`src/design/mcrtc_pkg.sv`:
```
/*
 * Constants for the main clock, time-base and beeper unit.
 * Assumes a single divided oscillator clock drives the whole unit.
 */
// Notes on behaviour
// Slow select clear: cpu clock equals divided oscillator; set: further divided.
// Prescaler codes 00..11 give divide by 2, 4, 8, 16 in slow mode.
// Control bit 7 routes divided oscillator clock to the clock-out pin; the code drives the pin at half that rate.
// Clock-out stops during active-halt even when enabled.
// Time-base codes give periods of 16000, 32000, 80000, 200000 cycles.
// New time-base selection waits until the running period completes.
// Overflow flag bit 0 set on period end, cleared by status read.
// Overflow interrupt only when enable set and cpu mask inactive.
// Enable set makes halt instruction enter active-halt, not full halt.
// Wait mode leaves block running; overflow interrupt wakes from wait.
// Active-halt: counter runs, registers frozen, overflow wakes device.
// Halt freezes counter and registers; overflow does not wake from halt.
// Software avoids bit set/clear on status register; read clears flag.
// Software writes zeros to reserved bits 7:4 of beep register.
// Beep register bit 3 drives adc sample-time stretch enable.
// Beep register bit 2 drives adc interrupt enable.
// Beeper drives one of three tones or none onto beep pin.
// Beep codes: off, ~2 kHz, ~1 kHz, ~500 Hz at 8 MHz, half duty.
// Counter restarts at zero on overflow and loads pending selection there.
package mcrtc_pkg;
    localparam logic [1:0] MCRTC_ADDR_CSR = 2'h0;
    localparam logic [1:0] MCRTC_ADDR_BCR = 2'h1;
    localparam int MCRTC_BIT_CLKOUT = 7;
    localparam int MCRTC_BIT_PRESCALE_LO = 5;
    localparam int MCRTC_BIT_SLOW_SEL = 4;
    localparam int MCRTC_BIT_PERIOD_LO = 2;
    localparam int MCRTC_BIT_OVF_IRQ_EN = 1;
    localparam int MCRTC_BIT_OVF_FLAG = 0;
    localparam int MCRTC_BIT_STRETCH = 3;
    localparam int MCRTC_BIT_ADC_IRQ_EN = 2;
    localparam int MCRTC_BIT_BEEP_LO = 0;
    localparam logic [7:0] MCRTC_CSR_RESET = 8'h00;
    localparam logic [7:0] MCRTC_BCR_RESET = 8'h00;
    localparam logic [3:0] MCRTC_BCR_RSVD_MASK = 4'hf;
    localparam int MCRTC_PERIOD_0 = 16000;
    localparam int MCRTC_PERIOD_1 = 32000;
    localparam int MCRTC_PERIOD_2 = 80000;
    localparam int MCRTC_PERIOD_3 = 200000;
    // Half-periods of the tones at 8 MHz: 2 kHz, 1 kHz, 500 Hz
    localparam int MCRTC_BEEP_H1 = 2000;
    localparam int MCRTC_BEEP_H2 = 4000;
    localparam int MCRTC_BEEP_H3 = 8000;
    localparam logic [31:0] MCRTC_UNMAPPED_DATA = 32'h0000_0000;
    typedef enum logic [1:0] {
        MCRTC_RUN,
        MCRTC_WAIT,
        MCRTC_ACTIVE_HALT,
        MCRTC_HALT
    } mcrtc_power_t;
endpackage

```
`src/design/mcrtc_prescaler.sv`:
```
/*
 * CPU clock-enable prescaler for slow mode.
 * Assumes ref_clk is the divided oscillator clock; output is an enable pulse.
 */
`timescale 1ns/1ps
module mcrtc_prescaler (
    input wire logic ref_clk,
    input wire logic rst_n,
    input wire logic run,
    input wire logic slow_mode_select,
    input wire logic [1:0] slow_prescaler_sel,
    output logic cpu_clk_en
);
    import mcrtc_pkg::*;

    logic [3:0] div_cnt_reg;
    logic [3:0] div_mask;

    // Divide codes
    always_comb begin
        case (slow_prescaler_sel)
            2'h0: div_mask = 4'h1;
            2'h1: div_mask = 4'h3;
            2'h2: div_mask = 4'h7;
            default: div_mask = 4'hf;
        endcase
    end

    always_ff @(posedge ref_clk) begin
        if (!rst_n) begin
            div_cnt_reg <= 4'h0;
        end else if (run) begin
            div_cnt_reg <= 4'(div_cnt_reg + 4'h1);
        end
    end

    // Normal or slow
    always_ff @(posedge ref_clk) begin
        if (!rst_n) begin
            cpu_clk_en <= 1'b0;
        end else if (!run) begin
            cpu_clk_en <= 1'b0;
        end else if (!slow_mode_select) begin
            cpu_clk_en <= 1'b1;
        end else begin
            cpu_clk_en <= ((div_cnt_reg & div_mask) == div_mask);
        end
    end
endmodule

```
`src/design/mcrtc_top.sv`:
```
/*
 * Main clock controller with time base, clock-out and beeper.
 * Assumes an Avalon-MM master, ref_clk as the divided oscillator clock and
 * power-mode levels supplied by the core's halt sequencing.
 */
`timescale 1ns/1ps
module mcrtc_top #(
    parameter int PERIOD_0 = mcrtc_pkg::MCRTC_PERIOD_0,
    parameter int PERIOD_1 = mcrtc_pkg::MCRTC_PERIOD_1,
    parameter int PERIOD_2 = mcrtc_pkg::MCRTC_PERIOD_2,
    parameter int PERIOD_3 = mcrtc_pkg::MCRTC_PERIOD_3,
    parameter int BEEP_H1 = mcrtc_pkg::MCRTC_BEEP_H1,
    parameter int BEEP_H2 = mcrtc_pkg::MCRTC_BEEP_H2,
    parameter int BEEP_H3 = mcrtc_pkg::MCRTC_BEEP_H3
) (
    input wire logic ref_clk,
    input wire logic rst_n,
    input wire logic [1:0] avs_address,
    input wire logic avs_read,
    input wire logic avs_write,
    input wire logic [31:0] avs_writedata,
    input wire logic [3:0] avs_byteenable,
    output logic [31:0] avs_readdata,
    output logic avs_waitrequest,
    input wire mcrtc_pkg::mcrtc_power_t power_mode,
    input wire logic halt_request,
    input wire logic cpu_irq_mask,
    output logic cpu_clk_en,
    output logic clock_out_pin,
    output logic clock_out_active,
    output logic beep_pin,
    output logic beep_active,
    output logic adc_sample_stretch,
    output logic adc_irq_enable,
    output logic overflow_irq,
    output logic enter_active_halt,
    output logic enter_halt,
    output logic wake_request
);
    import mcrtc_pkg::*;

    // ************************************************************
    // Registers and bus
    // ************************************************************
    logic clock_out_enable_reg;
    logic [1:0] slow_prescaler_sel_reg;
    logic slow_mode_select_reg;
    logic [1:0] time_base_sel_reg;
    logic [1:0] time_base_active_reg;
    logic overflow_irq_enable_reg;
    logic overflow_flag_reg;
    logic adc_sample_stretch_reg;
    logic adc_irq_enable_reg;
    logic [1:0] beep_freq_sel_reg;
    logic ack_reg;
    logic [31:0] readdata_reg;
    logic req;
    logic regs_live;
    logic count_live;
    logic overflow_evt;
    logic csr_read;
    logic [7:0] csr_value;
    logic [7:0] bcr_value;
    logic [17:0] period_cnt_reg;
    logic [17:0] period_limit;
    logic [12:0] beep_cnt_reg;
    logic [12:0] beep_limit;
    logic beep_level_reg;
    logic osc_half_reg;

    // Registers frozen outside run and wait
    // Halt freezes counter as well
    assign regs_live = (power_mode == MCRTC_RUN) || (power_mode == MCRTC_WAIT);
    assign count_live = (power_mode != MCRTC_HALT);

    // Answer one cycle after the request, so waitrequest is high for one edge
    assign req = (avs_read || avs_write) && regs_live;
    assign avs_waitrequest = req && !ack_reg;
    assign csr_read = avs_read && ack_reg && (avs_address == MCRTC_ADDR_CSR);

    always_ff @(posedge ref_clk) begin
        if (!rst_n) begin
            ack_reg <= 1'b0;
        end else begin
            ack_reg <= req && !ack_reg;
        end
    end

    assign csr_value = {clock_out_enable_reg, slow_prescaler_sel_reg, slow_mode_select_reg,
                        time_base_sel_reg, overflow_irq_enable_reg, overflow_flag_reg};
    // Reserved upper bits always read zero
    assign bcr_value = {4'h0, adc_sample_stretch_reg, adc_irq_enable_reg, beep_freq_sel_reg};

    always_ff @(posedge ref_clk) begin
        if (!rst_n) begin
            readdata_reg <= 32'h0000_0000;
        end else if (avs_read && req && !ack_reg) begin
            if (avs_address == MCRTC_ADDR_CSR) begin
                readdata_reg <= {24'h00_0000, csr_value};
            end else if (avs_address == MCRTC_ADDR_BCR) begin
                readdata_reg <= {24'h00_0000, bcr_value};
            end else begin
                readdata_reg <= MCRTC_UNMAPPED_DATA;
            end
        end
    end
    assign avs_readdata = readdata_reg;

    always_ff @(posedge ref_clk) begin
        if (!rst_n) begin
            clock_out_enable_reg <= MCRTC_CSR_RESET[MCRTC_BIT_CLKOUT];
            slow_prescaler_sel_reg <= MCRTC_CSR_RESET[MCRTC_BIT_PRESCALE_LO +: 2];
            slow_mode_select_reg <= MCRTC_CSR_RESET[MCRTC_BIT_SLOW_SEL];
            time_base_sel_reg <= MCRTC_CSR_RESET[MCRTC_BIT_PERIOD_LO +: 2];
            overflow_irq_enable_reg <= MCRTC_CSR_RESET[MCRTC_BIT_OVF_IRQ_EN];
        end else if (avs_write && ack_reg && avs_byteenable[0]
                     && avs_address == MCRTC_ADDR_CSR) begin
            clock_out_enable_reg <= avs_writedata[MCRTC_BIT_CLKOUT];
            slow_prescaler_sel_reg <= avs_writedata[MCRTC_BIT_PRESCALE_LO +: 2];
            slow_mode_select_reg <= avs_writedata[MCRTC_BIT_SLOW_SEL];
            time_base_sel_reg <= avs_writedata[MCRTC_BIT_PERIOD_LO +: 2];
            overflow_irq_enable_reg <= avs_writedata[MCRTC_BIT_OVF_IRQ_EN];
        end
    end

    // Reserved bits are not stored
    always_ff @(posedge ref_clk) begin
        if (!rst_n) begin
            adc_sample_stretch_reg <= MCRTC_BCR_RESET[MCRTC_BIT_STRETCH];
            adc_irq_enable_reg <= MCRTC_BCR_RESET[MCRTC_BIT_ADC_IRQ_EN];
            beep_freq_sel_reg <= MCRTC_BCR_RESET[MCRTC_BIT_BEEP_LO +: 2];
        end else if (avs_write && ack_reg && avs_byteenable[0]
                     && avs_address == MCRTC_ADDR_BCR) begin
            adc_sample_stretch_reg <= avs_writedata[MCRTC_BIT_STRETCH];
            adc_irq_enable_reg <= avs_writedata[MCRTC_BIT_ADC_IRQ_EN];
            beep_freq_sel_reg <= avs_writedata[MCRTC_BIT_BEEP_LO +: 2];
        end
    end

    // Sample stretch out
    assign adc_sample_stretch = adc_sample_stretch_reg;
    // Converter interrupt enable out
    assign adc_irq_enable = adc_irq_enable_reg;

    // ************************************************************
    // CPU clock prescaler
    // ************************************************************
    mcrtc_prescaler u_prescaler (
        .ref_clk(ref_clk),
        .rst_n(rst_n),
        .run(regs_live),
        .slow_mode_select(slow_mode_select_reg),
        .slow_prescaler_sel(slow_prescaler_sel_reg),
        .cpu_clk_en(cpu_clk_en)
    );

    // ************************************************************
    // Clock out
    // ************************************************************
    // Pin toggles every cycle, giving half the ref rate as its visible clock
    always_ff @(posedge ref_clk) begin
        if (!rst_n) begin
            osc_half_reg <= 1'b0;
        end else if (clock_out_active) begin
            osc_half_reg <= !osc_half_reg;
        end else begin
            osc_half_reg <= 1'b0;
        end
    end

    // Route clock to pin
    // Suspended in active-halt
    assign clock_out_active = clock_out_enable_reg && (power_mode != MCRTC_ACTIVE_HALT)
                              && (power_mode != MCRTC_HALT);
    assign clock_out_pin = osc_half_reg;

    // ************************************************************
    // Time base
    // ************************************************************
    // Period select
    always_comb begin
        case (time_base_active_reg)
            2'h0: period_limit = 18'(PERIOD_0 - 1);
            2'h1: period_limit = 18'(PERIOD_1 - 1);
            2'h2: period_limit = 18'(PERIOD_2 - 1);
            default: period_limit = 18'(PERIOD_3 - 1);
        endcase
    end

    assign overflow_evt = count_live && (period_cnt_reg == period_limit);

    // Restart and load selection
    // Change waits for period end
    always_ff @(posedge ref_clk) begin
        if (!rst_n) begin
            period_cnt_reg <= 18'h0_0000;
            time_base_active_reg <= MCRTC_CSR_RESET[MCRTC_BIT_PERIOD_LO +: 2];
        end else if (overflow_evt) begin
            period_cnt_reg <= 18'h0_0000;
            time_base_active_reg <= time_base_sel_reg;
        end else if (count_live) begin
            period_cnt_reg <= 18'(period_cnt_reg + 18'h0_0001);
        end
    end

    // Set wins over read clear
    always_ff @(posedge ref_clk) begin
        if (!rst_n) begin
            overflow_flag_reg <= MCRTC_CSR_RESET[MCRTC_BIT_OVF_FLAG];
        end else if (overflow_evt) begin
            overflow_flag_reg <= 1'b1;
        end else if (csr_read) begin
            overflow_flag_reg <= 1'b0;
        end
    end

    // Gated interrupt request
    assign overflow_irq = overflow_flag_reg && overflow_irq_enable_reg && !cpu_irq_mask;

    // Halt choice
    assign enter_active_halt = halt_request && overflow_irq_enable_reg;
    assign enter_halt = halt_request && !overflow_irq_enable_reg;

    // Wake from wait
    // No wake from halt
    assign wake_request = overflow_irq && (power_mode == MCRTC_WAIT
                                           || power_mode == MCRTC_ACTIVE_HALT);

    // ************************************************************
    // Beeper
    // ************************************************************
    // Tone half-periods
    always_comb begin
        case (beep_freq_sel_reg)
            2'h1: beep_limit = 13'(BEEP_H1 - 1);
            2'h2: beep_limit = 13'(BEEP_H2 - 1);
            default: beep_limit = 13'(BEEP_H3 - 1);
        endcase
    end

    // Tone onto beep pin
    assign beep_active = (beep_freq_sel_reg != 2'h0);

    always_ff @(posedge ref_clk) begin
        if (!rst_n) begin
            beep_cnt_reg <= 13'h0000;
            beep_level_reg <= 1'b0;
        end else if (!beep_active || !count_live) begin
            beep_cnt_reg <= 13'h0000;
            beep_level_reg <= 1'b0;
        end else if (beep_cnt_reg >= beep_limit) begin
            beep_cnt_reg <= 13'h0000;
            beep_level_reg <= !beep_level_reg;
        end else begin
            beep_cnt_reg <= 13'(beep_cnt_reg + 13'h0001);
        end
    end
    assign beep_pin = beep_level_reg;
endmodule

```
`config.mk`:
```
export PLATFORM = sky130hd
export DESIGN_NAME = mcrtc_top
export DESIGN_NICKNAME = d
export VERILOG_FILES = /design/src/design/mcrtc_pkg.sv /design/src/design/mcrtc_prescaler.sv /design/src/design/mcrtc_top.sv
export SDC_FILE = /design/constraint.sdc
export NUM_CORES = 1
export LEC_CHECK = 0
export BUFFER_PORTS_ARGS = -buffer_cell sky130_fd_sc_hd__buf_4
export CAP_MARGIN = 20
export CORE_ASPECT_RATIO = 1.75
export CORE_MARGIN = 2
export CORE_UTILIZATION = 56
export CTS_CLUSTER_DIAMETER = 200
export DETAILED_ROUTE_END_ITERATION = 8
export GPL_TIMING_DRIVEN = 1
export PLACE_DENSITY = 0.95
export SYNTH_ARGS = -nofsm -noshare
export SYNTH_HDL_FRONTEND = slang
export SYNTH_SLANG_ARGS = --single-unit
```
`constraint.sdc`:
```
create_clock -name ref_clk -period 4 [get_ports ref_clk]
set_input_delay 0.2 -clock ref_clk [delete_from_list [all_inputs] [get_ports ref_clk]]
set_output_delay 0.2 -clock ref_clk [all_outputs]
set_load 0.005 [all_outputs]
```
==> key figures <==
Outcome
  – Status: finished, final reports clean

STA
  – Skew final: between 0.006 and 0.007 ns
  – Max Slew Vio Count: 0
  – # setup viols final: 0
  – Fmax: roughly 460 MHz
  – RSZ-0062 raised after global routing: false
  – Tmin final: between 2 and 2.5 ns
  – Min Hold Slack: between 0.1 and 0.15 ns
  – Worst Tran Pin Value: approximately 0.94 ns
  – Fin crit share: between 50 and 60%
  – Final Hold Viols: 0
  – Fin Setup TNS: 0 ns
  – Slew headroom: 37.2%
  – Setup slack after layout: 1.85 ns

Placement
  – Pre-CTS setup slack: 1.87 ns
  – Post-DP Area: roughly 3400 sq um
  – Hpwl dp: 4970 microns
  – GP Congestion: 0.845
  – PortBufs: 38

Floorplan
  – Die X: 61.0 microns
  – Die height: 104 microns
  – Die footprint: ~6300 sq um
  – Total I/O pin count: 90
  – Starting Density: between 50% and 60%
  – CORE AREA: ~5500 sq um
  – Core Rows: 36

Power
  – Pwr/cell area: ~330 nW/um^2
  – Leak: around 1.4 nW
  – Maximum vdd drop: 0.000318 V

Layout
  – Diodes inserted: 0
  – Layout area overhead: 12.1%
  – Number of flip-flops in the largest register: 18
  – Design Area, Final: about 3600 sq um
  – Nets: roughly 460
  – Layout fillers: around 390
  – Share of layout cells above drive strength 1: 16.9%

Worst setup path
  – CP cell instances: inv_2 > or3_1 > a222oi_1 > a31o_2 > nor2_1
  – Critical path arrival: around 2.4 ns
  – Slowest-stage cell, CP: a222oi_1
  – Worst r2r src: time_base_active_reg[1]
  – Crit path max fanout: 14
  – CP max stage delay: ~0.5 ns
  – Setup crit start kind: register
  – WS Path Type: reg -> reg
  – Crit path buf inv count: 1
  – Critical path's top delay family: compound AO/OA/AOI/OAI gates
  – Worst Setup End Kind: register
  – Critical Path RT: about 4.2 ns
  – CP Launch Point: time_base_active_reg[1]

Clocking
  – H-tree Lvls: 3
  – Clock Tree Root: clkbuf_8
  – Clock slew at reported path FFs: around 0.070 ns
  – Setup bufs post-CTS: 0
  – CTS Buffer Depth: 2
  – CTS hold repair buffers: 0
  – CTS Buf Count: 9
  – Worst-Skew Late Latency: around 0.35 ns
  – CTS resizes: 0
  – CTS tree: built
  – CTS sink cnt: 61

GRT
  – Initial antenna violation count: 0
  – Largest net degree at the start of global routing: 32
  – Grt ovf: 0
  – First-pass GRT wire length: between 10,000 and 15,000 microns
  – GRT Total Usage: between 20% and 30%
  – Vias in the first global route: ~2,600

Synth
  – Synth top area cells: dfxtp_1, mux2i_1, buf_4
  – Synth top area share: between 30% and 40%
  – Cell type with the largest total area after synthesis: dfxtp_1
  – Ys flop type: dfxtp_1
  – YS warnings: 0
  – Post-synthesis cell type count: just under 50
  – Seq/Total Area, Yosys: roughly two fifths
  – Post-Syn Area per Cell: between 8 and 9 sq um
  – Seq cells post-synth: between 60 and 70
  – Post-Syn Instances: around 370
  – Count leader, synth: dfxtp_1
  – Synthesized area: ~3200 sq um
  – Post-synth EDFFs: 0
  – Synth async-reset ratio: 0%
  – Synth cell count leaders: dfxtp_1, nor2_1, buf_4, nand2_1, mux2i_1

Detailed routing
  – Vias: between 2,000 and 3,000
  – First-pass DRT Iterations: 4
  – Iter 0 DRT Violations: 42
  – Routed Antenna Nets: 0
  – WL/cell: 14.9 microns
  – Detailed Route WL: between 7000 and 8000 microns
  – DRC Markers: 0
  – Routed vias/inst: 5.55

Worst hold path
  – Hold Path Class: in -> reg
  – Worst hold start: avs_writedata[7]

Job
  – Max cap viols: 0
[final timing paths]
check	to	slack [ns]	cells past startpoint
max reg2reg	period_cnt_reg[2]	1.85	5
max	period_cnt_reg[2]	1.85	5
min	clock_out_enable_reg	0.10	3
min reg2reg	clock_out_pin	0.43	1
[where the power goes]
group,switching [mW],internal (mW),leakage (nW),total (mW)
clock network,0.241,0.255,0.0921,0.496
registers,0.00837,0.615,0.492,0.623
logic,0.0418,0.0292,0.834,0.0710
[layout by cell type, fill, tap and decap left out, types with 2 or more instances in the layout]
cell type,synthesis,final
a211o_1,2,2
or3_1,3,3
and2_1,4,4
a31oi_1,2,2
ha_1,15,15
conb_1,1,24
and4_1,4,4
nand2b_1,3,3
nor4_1,2,2
a21oi_1,14,14
a21o_1,3,3
nor2_1,49,49
nand3_1,15,15
buf_4,25,38
nand4b_1,2,2
clkbuf_8,0,11
nor2b_1,4,4
nand4_1,8,8
mux2i_1,19,19
nor3_1,9,9
xor2_1,13,13
nand2_1,24,24
and3_1,6,6
xnor2_1,15,15
inv_1,13,13
dfxtp_1,61,61
clkinv_2,0,3
o21ai_0,3,3
nor3b_1,5,5
nor2_2,10,10
[final cells by class]
class	instances	area, sq um	share of cell area, %
Clock inverter	4	22.5	0.630
Sequential cell	61	1220	34.1
Clock buffer	12	155	4.34
Timing Repair Buffer	38	285	7.98
Tap cell	76	95.1	2.66
Inverter	14	52.6	1.47
Multi-Input combinational cell	274	1740	48.8
[metal layers]
layer | part of all wire, % | track usage, %
met1 | 35 | 24.2
met2 | 56 | 42.3
met3 | 5.1 | 7.37
met4 | 4.0 | 15.7
met5 | 0 | 0
[cell families (layout without fill, tap and decap cells)]
group	count (synthesis)	after routing	share of synthesized area [%]
buffers and inverters	54	68	9.73
adders and majority gates	16	16	6.20
DFF	61	61	38.3
other	1	24	0.118
AOI/OAI and AO/OA	34	34	7.69
muxes	19	19	5.96
xor gates and xnor gates	28	28	7.69
and+or+nand+nor	153	153	24.3
[worst min-delay path, cell delays in order]
cell and delay, ns:
buf_4 0.08, mux2i_1 0.06, nor2_1 0.07
[metrics by stage]
stage               util (%)  total power [mW]  cells
floorplan                  -             0.696    389
global placement        61.3             0.702    463
detailed placement      61.3             0.705    463
CTS                     64.5              1.19    479
global route            64.5              1.23    479
finish                  64.5              1.19    479
Power figures use the tool's default switching activity.
